File: src/sfsr_pkg.sv
// package for the self-programming fuse/signature readback unit
// assumes a single 25 MHz ref_clk domain shared by cpu side and unit
package sfsr_pkg;
	localparam int CLK_HZ = 25000000;
	localparam logic [7:0] CTRL_RESET = 8'h00;
	localparam int BIT_SELFPROG_ENABLE = 0;
	localparam int BIT_PAGE_ERASE = 1;
	localparam int BIT_PAGE_WRITE = 2;
	localparam int BIT_LOCK_BIT_OPERATION = 3;
	localparam int BIT_RWW_READ_ENABLE = 4;
	localparam int BIT_SIGNATURE_READ = 5;
	localparam int LOAD_WINDOW = 3;
	localparam int STORE_WINDOW = 4;
	localparam logic [15:0] PTR_FUSE_LOW = 16'h0000;
	localparam logic [15:0] PTR_LOCK = 16'h0001;
	localparam logic [15:0] PTR_EXT_FUSE = 16'h0002;
	localparam logic [15:0] PTR_FUSE_HIGH = 16'h0003;
	localparam logic [15:0] PTR_SIG_ID1 = 16'h0000;
	localparam logic [15:0] PTR_SIG_CAL = 16'h0001;
	localparam logic [15:0] PTR_SIG_ID2 = 16'h0002;
	localparam logic [15:0] PTR_SIG_ID3 = 16'h0004;
	localparam logic [15:0] PTR_SERIAL_FIRST = 16'h000e;
	localparam logic [15:0] PTR_SERIAL_LAST = 16'h0017;
	localparam logic [15:0] PTR_SERIAL_GAP = 16'h0014;
	localparam logic [7:0] LOCK_UNUSED_MASK = 8'hc0;
	localparam logic [7:0] EXT_FUSE_UNUSED_MASK = 8'hf8;
	// flash write time, microseconds
	localparam int WRITE_MIN_US = 3700;
	localparam int WRITE_MAX_US = 4500;
	// aim at the middle of the window so either bound has margin
	localparam int WRITE_CYCLES =
		((WRITE_MIN_US + WRITE_MAX_US) / 2) * (CLK_HZ / 1000000);
	typedef enum {SFSR_IDLE, SFSR_ARMED, SFSR_WRITING} sfsr_state_t;
endpackage : sfsr_pkg

File: src/sfsr_if.sv
// cpu-to-unit carrier for control writes, store and load instructions
// assumes both ends clocked by the same ref_clk
`timescale 1ns/10ps
interface sfsr_if;
	logic ctrl_wr;
	logic [7:0] ctrl_wdata;
	logic [7:0] ctrl_rdata;
	logic store_exec;
	logic load_exec;
	logic [15:0] pointer;
	logic [7:0] load_data;
	logic load_valid;
	logic cpu_halt;
	modport device (input ctrl_wr, ctrl_wdata, store_exec, load_exec,
		pointer, output ctrl_rdata, load_data, load_valid, cpu_halt);
	modport cpu (output ctrl_wr, ctrl_wdata, store_exec, load_exec,
		pointer, input ctrl_rdata, load_data, load_valid, cpu_halt);
endinterface : sfsr_if

File: src/sfsr_write_timer.sv
// oscillator-timed flash write duration counter
// assumes start is a one-cycle pulse; reset does not abort a running write
`timescale 1ns/10ps
module sfsr_write_timer #(
	parameter int CYCLES = sfsr_pkg::WRITE_CYCLES
) (
	input wire logic ref_clk,
	input wire logic reset,
	input wire logic start,
	output logic busy
);
	import sfsr_pkg::*;
	if (CYCLES < 1 || CYCLES > 2**24 - 1) begin : g_bad_cycles
		$error("write timer count out of range");
	end
	typedef struct packed {
		logic [23:0] count;
		logic busy;
	} sfsr_tmr_t;
	sfsr_tmr_t s_reg, s_next;
	always_comb begin
		s_next = s_reg;
		if (s_reg.busy) begin
			if (s_reg.count == 24'h000001)
				s_next.busy = 1'b0;
			s_next.count = s_reg.count - 24'h000001;
		end else if (start) begin
			s_next.busy = 1'b1;
			s_next.count = 24'(CYCLES);
		end
	end
	// reset lets a write in progress finish; an unknown busy at power-up
	// falls to the clearing branch so the timer still leaves reset
	always_ff @(posedge ref_clk) begin
		if (!reset || s_reg.busy)
			s_reg <= s_next;
		else
			s_reg <= '0;
	end
	assign busy = s_reg.busy;
endmodule : sfsr_write_timer

File: src/sfsr_device.sv
// flash controller self-programming access unit, cpu-visible side
// assumes the cpu end drives strobes as one-cycle pulses on ref_clk
//
// Behaviour
// - eeprom write blocks all flash programming commands
// - eeprom write blocks fuse and lock reads
// - software checks eeprom busy before control write
// - pointer 1 with lock op reads lock byte
// - lock op auto-clears on read or timeout
// - cleared bits make loads return program memory
// - lock byte layout boot locks then memory locks
// - pointer 0 with lock op reads fuse low
// - pointer 3 reads full fuse high byte
// - pointer 2 reads extended fuse, three bits
// - programmed reads zero, unprogrammed reads one
// - signature read within three cycles returns byte
// - signature op auto-clears on read or timeout
// - id bytes and calibration at fixed addresses
// - serial bytes at 0x0e to 0x17, skipping 0x14
// - software avoids reserved signature addresses
// - reset does not abort a running write
// - write time from oscillator, 3.7 to 4.5 ms
// - software polls enable and masks interrupts
// - only no-read-while-write code fetched during writes
// - store must follow control write within four cycles
// - control register zero after reset; a write running through reset holds it until the write ends
`timescale 1ns/10ps
module sfsr_device #(
	parameter int WRITE_CYCLES = sfsr_pkg::WRITE_CYCLES
) (
	input wire logic ref_clk,
	input wire logic reset,
	sfsr_if.device bus,
	input wire logic eeprom_write_busy,
	input wire logic [7:0] lock_bits,
	input wire logic [7:0] fuse_low_byte,
	input wire logic [7:0] fuse_high_byte,
	input wire logic [7:0] extended_fuse_byte,
	input wire logic [7:0] sig_id1,
	input wire logic [7:0] sig_id2,
	input wire logic [7:0] sig_id3,
	input wire logic [7:0] osc_cal,
	input wire logic [71:0] serial_number,
	input wire logic [7:0] prog_mem_data,
	input wire logic fetch_in_no_read_while_write_section,
	output logic fetch_blocked,
	output logic flash_write_start
);
	import sfsr_pkg::*;
	typedef struct packed {
		sfsr_state_t state;
		logic [7:0] ctrl;
		logic [2:0] age;
		logic [7:0] load_data;
		logic load_valid;
		logic halt;
		logic blocked;
		logic wstart;
		logic [1:0] ee_sync;
	} sfsr_dev_t;
	sfsr_dev_t s_reg, s_next;
	logic wbusy;
	logic ee_busy;
	logic [7:0] cfg_byte;
	logic [7:0] sig_byte;
	logic [7:0] serial_byte [0:9];
	logic lock_op;
	logic sig_op;
	logic prog_op;
	sfsr_write_timer #(.CYCLES(WRITE_CYCLES)) u_timer (
		.ref_clk(ref_clk),
		.reset(reset),
		.start(s_reg.wstart),
		.busy(wbusy)
	);
	assign ee_busy = s_reg.ee_sync[1];
	assign lock_op = s_reg.ctrl[BIT_LOCK_BIT_OPERATION] &&
		s_reg.ctrl[BIT_SELFPROG_ENABLE];
	assign sig_op = s_reg.ctrl[BIT_SIGNATURE_READ] &&
		s_reg.ctrl[BIT_SELFPROG_ENABLE];
	assign prog_op = s_reg.ctrl[BIT_SELFPROG_ENABLE] &&
		(s_reg.ctrl[BIT_PAGE_ERASE] || s_reg.ctrl[BIT_PAGE_WRITE] ||
		s_reg.ctrl[BIT_LOCK_BIT_OPERATION]);
	// serial order 1,0,3,2,5,4 then gap then 6,7,8; slot 6 is the gap
	always_comb begin
		serial_byte[0] = serial_number[15:8];
		serial_byte[1] = serial_number[7:0];
		serial_byte[2] = serial_number[31:24];
		serial_byte[3] = serial_number[23:16];
		serial_byte[4] = serial_number[47:40];
		serial_byte[5] = serial_number[39:32];
		serial_byte[6] = 8'hff;
		serial_byte[7] = serial_number[55:48];
		serial_byte[8] = serial_number[63:56];
		serial_byte[9] = serial_number[71:64];
	end
	// fuse values pass as stored: programmed is 0, unprogrammed is 1
	always_comb begin
		case (bus.pointer)
			PTR_FUSE_LOW: cfg_byte = fuse_low_byte;
			PTR_LOCK: cfg_byte = lock_bits | LOCK_UNUSED_MASK;
			PTR_EXT_FUSE: cfg_byte =
				extended_fuse_byte | EXT_FUSE_UNUSED_MASK;
			PTR_FUSE_HIGH: cfg_byte = fuse_high_byte;
			default: cfg_byte = 8'hff;
		endcase
	end
	// reserved addresses return all ones
	always_comb begin
		if (bus.pointer == PTR_SIG_ID1)
			sig_byte = sig_id1;
		else if (bus.pointer == PTR_SIG_CAL)
			sig_byte = osc_cal;
		else if (bus.pointer == PTR_SIG_ID2)
			sig_byte = sig_id2;
		else if (bus.pointer == PTR_SIG_ID3)
			sig_byte = sig_id3;
		else if (bus.pointer >= PTR_SERIAL_FIRST &&
			bus.pointer <= PTR_SERIAL_LAST &&
			bus.pointer != PTR_SERIAL_GAP)
			sig_byte = serial_byte[4'(bus.pointer - PTR_SERIAL_FIRST)];
		else
			sig_byte = 8'hff;
	end
	always_comb begin
		s_next = s_reg;
		s_next.ee_sync = {s_reg.ee_sync[0], eeprom_write_busy};
		s_next.load_valid = 1'b0;
		s_next.wstart = 1'b0;
		s_next.blocked = (wbusy || s_reg.state == SFSR_WRITING) &&
			!fetch_in_no_read_while_write_section;
		s_next.halt = s_reg.state == SFSR_WRITING;
		if (bus.load_exec) begin
			s_next.load_valid = 1'b1;
			s_next.load_data = prog_mem_data;
		end
		case (s_reg.state)
			SFSR_IDLE: begin
				if (bus.ctrl_wr && bus.ctrl_wdata[BIT_SELFPROG_ENABLE]) begin
					// a control write under eeprom write is dropped
					if (!ee_busy) begin
						s_next.ctrl = bus.ctrl_wdata;
						s_next.age = 3'd0;
						s_next.state = SFSR_ARMED;
					end
				end else if (bus.ctrl_wr) begin
					s_next.ctrl = CTRL_RESET;
				end
			end
			SFSR_ARMED: begin
				s_next.age = s_reg.age + 3'd1;
				if ((lock_op || sig_op) && bus.load_exec &&
					32'(s_reg.age) < LOAD_WINDOW) begin
					s_next.load_data = sig_op ? sig_byte : cfg_byte;
					s_next.ctrl = CTRL_RESET;
					s_next.state = SFSR_IDLE;
				end else if (prog_op && bus.store_exec && !sig_op &&
					32'(s_reg.age) < STORE_WINDOW) begin
					s_next.wstart = 1'b1;
					s_next.state = SFSR_WRITING;
				end else if (sig_op && 32'(s_reg.age) >= LOAD_WINDOW - 1) begin
					s_next.ctrl = CTRL_RESET;
					s_next.state = SFSR_IDLE;
				end else if (32'(s_reg.age) >= STORE_WINDOW - 1) begin
					// lock op is held for a possible store, load use ends at three
					s_next.ctrl = CTRL_RESET;
					s_next.state = SFSR_IDLE;
				end
			end
			SFSR_WRITING: begin
				if (!wbusy && !s_reg.wstart) begin
					s_next.ctrl = CTRL_RESET;
					s_next.state = SFSR_IDLE;
				end
			end
			default: s_next.state = SFSR_IDLE;
		endcase
	end
	always_ff @(posedge ref_clk) begin
		// an unknown timer state at power-up takes the clearing branch
		if (!reset) begin
			s_reg <= s_next;
		end else if (wbusy) begin
			s_reg.ee_sync <= 2'b00;
		end else begin
			s_reg <= '0;
			s_reg.state <= SFSR_IDLE;
		end
	end
	assign bus.ctrl_rdata = s_reg.ctrl;
	assign bus.load_data = s_reg.load_data;
	assign bus.load_valid = s_reg.load_valid;
	assign bus.cpu_halt = s_reg.halt;
	assign fetch_blocked = s_reg.blocked;
	assign flash_write_start = s_reg.wstart;
endmodule : sfsr_device

File: src/flat_wrapper.sv
// flat-port wrapper written by rule: the top's interface ports become plain ports
module sfsr_device_flat import sfsr_pkg::*;
#(
	parameter int WRITE_CYCLES = sfsr_pkg::WRITE_CYCLES
)
  (ref_clk, reset, eeprom_write_busy, lock_bits, fuse_low_byte, fuse_high_byte, extended_fuse_byte, sig_id1, sig_id2, sig_id3, osc_cal, serial_number, prog_mem_data, fetch_in_no_read_while_write_section, fetch_blocked, flash_write_start, bus_ctrl_wr, bus_ctrl_wdata, bus_store_exec, bus_load_exec, bus_pointer, bus_ctrl_rdata, bus_load_data, bus_load_valid, bus_cpu_halt);
  sfsr_if bus_i ();
  input wire logic ref_clk;
  input wire logic reset;
  input wire logic eeprom_write_busy;
  input wire logic [7:0] lock_bits;
  input wire logic [7:0] fuse_low_byte;
  input wire logic [7:0] fuse_high_byte;
  input wire logic [7:0] extended_fuse_byte;
  input wire logic [7:0] sig_id1;
  input wire logic [7:0] sig_id2;
  input wire logic [7:0] sig_id3;
  input wire logic [7:0] osc_cal;
  input wire logic [71:0] serial_number;
  input wire logic [7:0] prog_mem_data;
  input wire logic fetch_in_no_read_while_write_section;
  output logic fetch_blocked;
  output logic flash_write_start;
  input wire logic [$bits(bus_i.ctrl_wr)-1:0] bus_ctrl_wr;
  input wire logic [$bits(bus_i.ctrl_wdata)-1:0] bus_ctrl_wdata;
  input wire logic [$bits(bus_i.store_exec)-1:0] bus_store_exec;
  input wire logic [$bits(bus_i.load_exec)-1:0] bus_load_exec;
  input wire logic [$bits(bus_i.pointer)-1:0] bus_pointer;
  output wire logic [$bits(bus_i.ctrl_rdata)-1:0] bus_ctrl_rdata;
  output wire logic [$bits(bus_i.load_data)-1:0] bus_load_data;
  output wire logic [$bits(bus_i.load_valid)-1:0] bus_load_valid;
  output wire logic [$bits(bus_i.cpu_halt)-1:0] bus_cpu_halt;
  assign bus_i.ctrl_wr = bus_ctrl_wr;
  assign bus_i.ctrl_wdata = bus_ctrl_wdata;
  assign bus_i.store_exec = bus_store_exec;
  assign bus_i.load_exec = bus_load_exec;
  assign bus_i.pointer = bus_pointer;
  assign bus_ctrl_rdata = bus_i.ctrl_rdata;
  assign bus_load_data = bus_i.load_data;
  assign bus_load_valid = bus_i.load_valid;
  assign bus_cpu_halt = bus_i.cpu_halt;
  sfsr_device #(.WRITE_CYCLES(WRITE_CYCLES)) u_core (.ref_clk(ref_clk), .reset(reset), .bus(bus_i), .eeprom_write_busy(eeprom_write_busy), .lock_bits(lock_bits), .fuse_low_byte(fuse_low_byte), .fuse_high_byte(fuse_high_byte), .extended_fuse_byte(extended_fuse_byte), .sig_id1(sig_id1), .sig_id2(sig_id2), .sig_id3(sig_id3), .osc_cal(osc_cal), .serial_number(serial_number), .prog_mem_data(prog_mem_data), .fetch_in_no_read_while_write_section(fetch_in_no_read_while_write_section), .fetch_blocked(fetch_blocked), .flash_write_start(flash_write_start));
endmodule
File: config.mk
export PLATFORM = sky130hd
export DESIGN_NAME = sfsr_device_flat
export DESIGN_NICKNAME = d
export VERILOG_FILES = /design/src/sfsr_pkg.sv /design/src/sfsr_if.sv /design/src/sfsr_write_timer.sv /design/src/sfsr_device.sv /design/src/flat_wrapper.sv
export SDC_FILE = /design/constraint.sdc
export NUM_CORES = 1
export LEC_CHECK = 0
export BUFFER_PORTS_ARGS = -buffer_cell sky130_fd_sc_hd__buf_4
export CAP_MARGIN = 20
export CORE_UTILIZATION = 35
export DETAILED_ROUTE_END_ITERATION = 7
export PLACE_DENSITY = 0.69
export SLEW_MARGIN = 10
export SYNTH_ARGS = -nofsm -noshare
export SYNTH_HDL_FRONTEND = slang
export SYNTH_SLANG_ARGS = --single-unit
File: constraint.sdc
create_clock -name ref_clk -period 2.5 [get_ports ref_clk]
set_input_delay 0.25 -clock ref_clk [delete_from_list [all_inputs] [get_ports ref_clk]]
set_output_delay 0.25 -clock ref_clk [all_outputs]
set_load 0.02 [all_outputs]
-- After elaboration in Yosys (flattened, before gate mapping)
Index checks and enable logic that the tools add are counted.
- register bits after elaboration: 82
- bits in latches: 0
- memory bits (writable): 0
- bits in read-only memories: 0
- input port bits: 175
- logic and storage cells: 107
- memories kept: 0
- add/subtract/negate cells: 3
- multiply operators: 0
- divide/modulo/power cells: 0
- $lt $le $gt $ge: 7
- equality and inequality tests: 18
- shifts and indexed selects: 0
- mux-type cells: 35
- bitwise gates (word level): 1
- reductions and logical operators: 32
- operator list (cell ; number):
    40-bit 2-to-1 mux ; 4
    8-bit 2-to-1 mux ; 13
    32-bit case mux with 3 select lines ; 1
    32-bit 2-to-1 mux ; 2
    57-bit 2-to-1 mux ; 1
    55-bit 2-to-1 mux ; 1
    25-bit 2-to-1 mux ; 2
    43-bit 2-to-1 mux ; 1
    8-bit binary-select mux with 4-bit select ; 1
    16-bit by 2-bit == test with 1-bit output, second input constant ; 2
    32-bit by 1-bit == test with 1-bit output, second input constant ; 1
    32-bit by 2-bit == test with 1-bit output, second input constant ; 1
    32-bit by 3-bit == test with 1-bit output, second input constant ; 1
    32-bit logical NOT ; 1
    8-bit case mux with 4 select lines ; 1
    24-bit by 1-bit == test with 1-bit output, second input constant ; 1
    8-bit case mux with 3 select lines ; 1
    24-bit by 1-bit subtractor with 24-bit output, second input constant ; 1
    16-bit by 1-bit == test with 1-bit output, second input constant ; 1
    16-bit by 3-bit == test with 1-bit output, second input constant ; 1
    16-bit by 4-bit >= comparator with 1-bit output, second input constant ; 1
    16-bit by 5-bit <= comparator with 1-bit output, second input constant ; 1
    16-bit logical NOT ; 1
    16-bit by 5-bit != test with 1-bit output, second input constant ; 1
    27 further kinds ; 54

-- Longest topological paths before layout
- depth in word-level cells: 14
- gate-level depth with buffers: 9

-- Modules after synthesis
Synthesis repeated with hierarchy kept, for this count alone.
- cells, all modules: 447
- area total of the unflattened synthesis: 4139.0 um^2
- by module, submodules not included (module ; times used ; cells each ; area each (um^2) ; seq. area each (um^2)):
    sfsr_device ; 1 ; 304 ; 2862.7 ; 790.8
    sfsr_write_timer ; 1 ; 143 ; 1276.2 ; 500.5

-- Least setup slack after synthesis
No wires, ideal clock.
- kind: input -> register
- from: in bus_load_exec
- to: reg u_core.s_reg (netlist bit u_core.bus.ctrl_rdata[0]) (enable)
- arrival: 1.890 ns
- data required time: 2.105 ns
- path slack: 0.215 ns
- stages: 5
- path buffers: 1
- path through: clkbuf_1 o211ai_1 nand3_1 nor2_1 nor4_1
- word-level cells in the longest chain between the ends: 4
- elaborated cells on any way between the ends: 5
- ends and longest elaborated chain (what ; RTL line ; RTL):
    start: declaration ; flat_wrapper.sv:27 ; input wire logic [$bits(bus_i.load_exec)-1:0] bus_load_exec;
    1-bit logical AND (*) (2 in series) ; sfsr_device.sv:152 ; if ((lock_op || sig_op) && bus.load_exec &&
    5-bit by 2-bit != test with 1-bit output (no line) or 4-bit by 3-bit != test with 1-bit output (tied branches) ; -- ;
    7-bit AND reduction (no line) (*) ; -- ;
    end signal: assignment ; sfsr_device.sv:182 ; s_reg <= s_next;
    end: declaration ; sfsr_device.sv:61 ; sfsr_dev_t s_reg, s_next;
Every way passes the cells marked *; elsewhere a longest branch is shown, timed or not.
A chain may end at the register's enable or synchronous reset.

-- Worst setup path after layout
- from: reg u_core.u_timer.s_reg[3] (netlist name)
- to: reg u_core.u_timer.s_reg[21] (netlist name)
- word-level cells in the longest chain between the ends: 2
- ends and longest elaborated chain (what ; RTL line ; RTL):
    start: declaration ; sfsr_write_timer.sv:20 ; sfsr_tmr_t s_reg, s_next;
    start signal: assignment ; sfsr_write_timer.sv:36 ; s_reg <= s_next;
    24-bit by 1-bit subtractor with 24-bit output ; sfsr_write_timer.sv:26 ; s_next.count = s_reg.count - 24'h000001;
    25-bit 2-to-1 mux ; sfsr_write_timer.sv:23 ; if (s_reg.busy) begin
Every way passes these cells.

==> out/results.ini <==
[sta]
tns_ns=0
holdWs_ns=0.164
finalMaxSlewViolations=0
finalCritPeriodShare_pct=86.7
post-route-min-period_ns=2.17
fin_skew_ns=0.00655
fmax_mhz=462
setup_viol=0
rsz0062_at_grt=no
tightest_slew_ns=0.687
hold_violations=0
slew_headroom_pct=53.9

[pwr]
p_leak_nw=2.46
ir_drop_mv=0.493
power_density_mw_per_mm2=622

[floorplan]
placementRows=38
die_height_um=110
die-area_mm2=0.0120
core_area_mm2=0.0111
die_w_um=110
pin_count=195
start_util_pct=36.6

[clocking]
hold_buffers=0
cts_sinks=52
cts_tree=done
clk_pin_slew_ns=0.07
cts_resized=0
insertion_delay_ns=0.30
cts_max_path_buffers=2
h-tree-depth=2
cts_root_buf=clkbuf_16
cts_setup_buffers=0
cts_buffers=5

[hold_path]
hold_path.class=in2reg

[synth]
synth_cell_type_count=68
synthArstFlopShare_pct=0
synth-edff-count=25
ys_seq_elements=52
ys.flop_type=dfxtp_1
syn_area_per_cell_um2=8.86
syn_area_mm2=0.00406
netlist_top_cells_area=edfxtp_1 (18%), dfxtp_1 (13%), mux2i_1 (7.9%)
ys_seq_area_share_pct=31.8
post-synth-top-area-cell=edfxtp_1
syn-num-nets=641
synth_warnings=0
synth_top_area_share_pct=18.5
syn-instance-count=458

[global_route]
grt_overflow=0
grt_pass1_wl_um=20900
met1_usage_pct=26.6
grt.total_usage_pct=22.8
grt_max_degree=55
grt_use_met3_pct=3.62
grt_pass1_vias=4244
antenna_found_initial=1
grtUsageMet2_pct=40.8
busiest_layer=met2

[critical_path]
worstPathRequired_ns=2.69
end_kind=flop
critPathLaunchType=flop
worstPathCellList=nor4b_4 > nand3b_2 > or3_4 > or4_4 > nand3_1 > o31ai_2
slowest_delay_ns=0.45
cp_data_arrival_time_ns=2.36
cpMaxStageDelayCell=nor4b_4
worstPathMaxFanout=6
path_class=reg2reg

[placed_design]
placed_area_mm2=0.00557
finalWeightedCongestion=0.914
port-buffer-count=187
dp_hpwl_um=11200

[routing]
vias=4260
vias_per_cell=5.51
dr.pass1.iters=5
drc=0
drt-total-wl_um=13400
drt-initial-drc-count=193
wl_per_cell_um=17.3
antenna_left=0

[run]
maxCapViolations=0

[cells_and_area]
syn_to_final_growth_pct=41.0
largest_reg_flops=24
nets=814
multi_input_area_mm2=0.00246
final_cell_mix=buf_4 (208), nand2_1 (33), mux2i_1 (32)
final_area_mm2=0.00572
seq_area_mm2=0.00129
drive_gt1_share_pct=39.6
fin_util_pct=51.6
n_fill_cell=1032
layout.cells.most_common=buf_4

[run_status]
status=finished clean

==> worst paths after layout <==
path	start	end	slack (ns)	depth (start not counted)
worst min register to register	u_core.s_next[1]	u_core.ee_busy	0.45	1
worst max-delay path	u_core.u_timer.s_reg[3]	u_core.u_timer.s_reg[21]	0.33	6
worst min-delay path	eeprom_write_busy	u_core.s_next[1]	0.16	2
worst max register to register	u_core.u_timer.s_reg[3]	u_core.u_timer.s_reg[21]	0.33	6
==> routing by layer <==
metal	vias to the layer above	wire length, µm
met5	-	0
met4	0	544
met3	31	661
met2	162	6720
met1	1991	5480
li1	2076	-
==> worst max-delay path: cells and delay by family (launching register included) <==
kind	cells	cell delay, ns
AO/OA/AOI/OAI	1	0.06
AND/OR/NAND/NOR	5	1.63
flip-flops	1	0.37
==> layout make-up <==
| type | instances | area share, % |
|---|---|---|
| antenna | 1 | 0.0437 |
| clock buffer | 5 | 2.19 |
| clock inverter | 3 | 0.459 |
| inverter | 16 | 1.05 |
| multi-input combinational | 347 | 43.0 |
| sequential | 52 | 22.6 |
| tap | 140 | 3.06 |
| timing repair buffer | 209 | 27.6 |
==> logic make-up (layout without fill, tap and decap cells) <==
family / Yosys count / count (layout) / share of synthesized area [%]
XOR/XNOR: 5 / 5 / 1.08
AND/OR/NAND/NOR: 178 / 178 / 24.4
buffers and inverters: 59 / 233 / 7.58
AO/OA/AOI/OAI: 112 / 112 / 20.0
flip-flops: 52 / 52 / 31.8
multiplexers: 44 / 44 / 12.6
other: 0 / 1 / 0
adder cells (fa/ha/maj): 8 / 8 / 2.47
==> cells in the mapped netlist, drive strengths merged, types with 4 or more instances <==
cell type	n
dfxtp	27
nor2	32
a21oi	19
mux2i	32
a22oi	7
nand3	17
o2111ai	9
o31ai	4
edfxtp	25
o21ai	17
nor3	19
nor2b	9
nor3b	4
o211ai	7
a211oi	9
mux4	5
inv	16
nand3b	4
or4	5
nand2b	13
o21a	7
ha	8
nand2	33
mux2	7
a311oi	5
and2	7
a221oi	7
or3	8
and3	5
clkbuf	13
nor4	9
buf	30
nand4	5
==> power by group <==
group          internal (mW)  leakage, nW  total (mW)  switching, mW
sequential              1.18        0.473        1.43          0.248
clock                  0.381       0.0763       0.712          0.331
combinational          0.717         1.91        1.42          0.703
==> metrics by stage <==
step,instances,setup WS (ns),power (mW)
after global routing,773,0.136,3.80
after CTS,772,0.329,3.58
after floorplan,458,0.215,2.36
after detailed placement,764,0.133,2.86
after global placement,764,0.169,2.79
final,773,0.334,3.56
No activity file was read; power rests on OpenSTA's default activity.
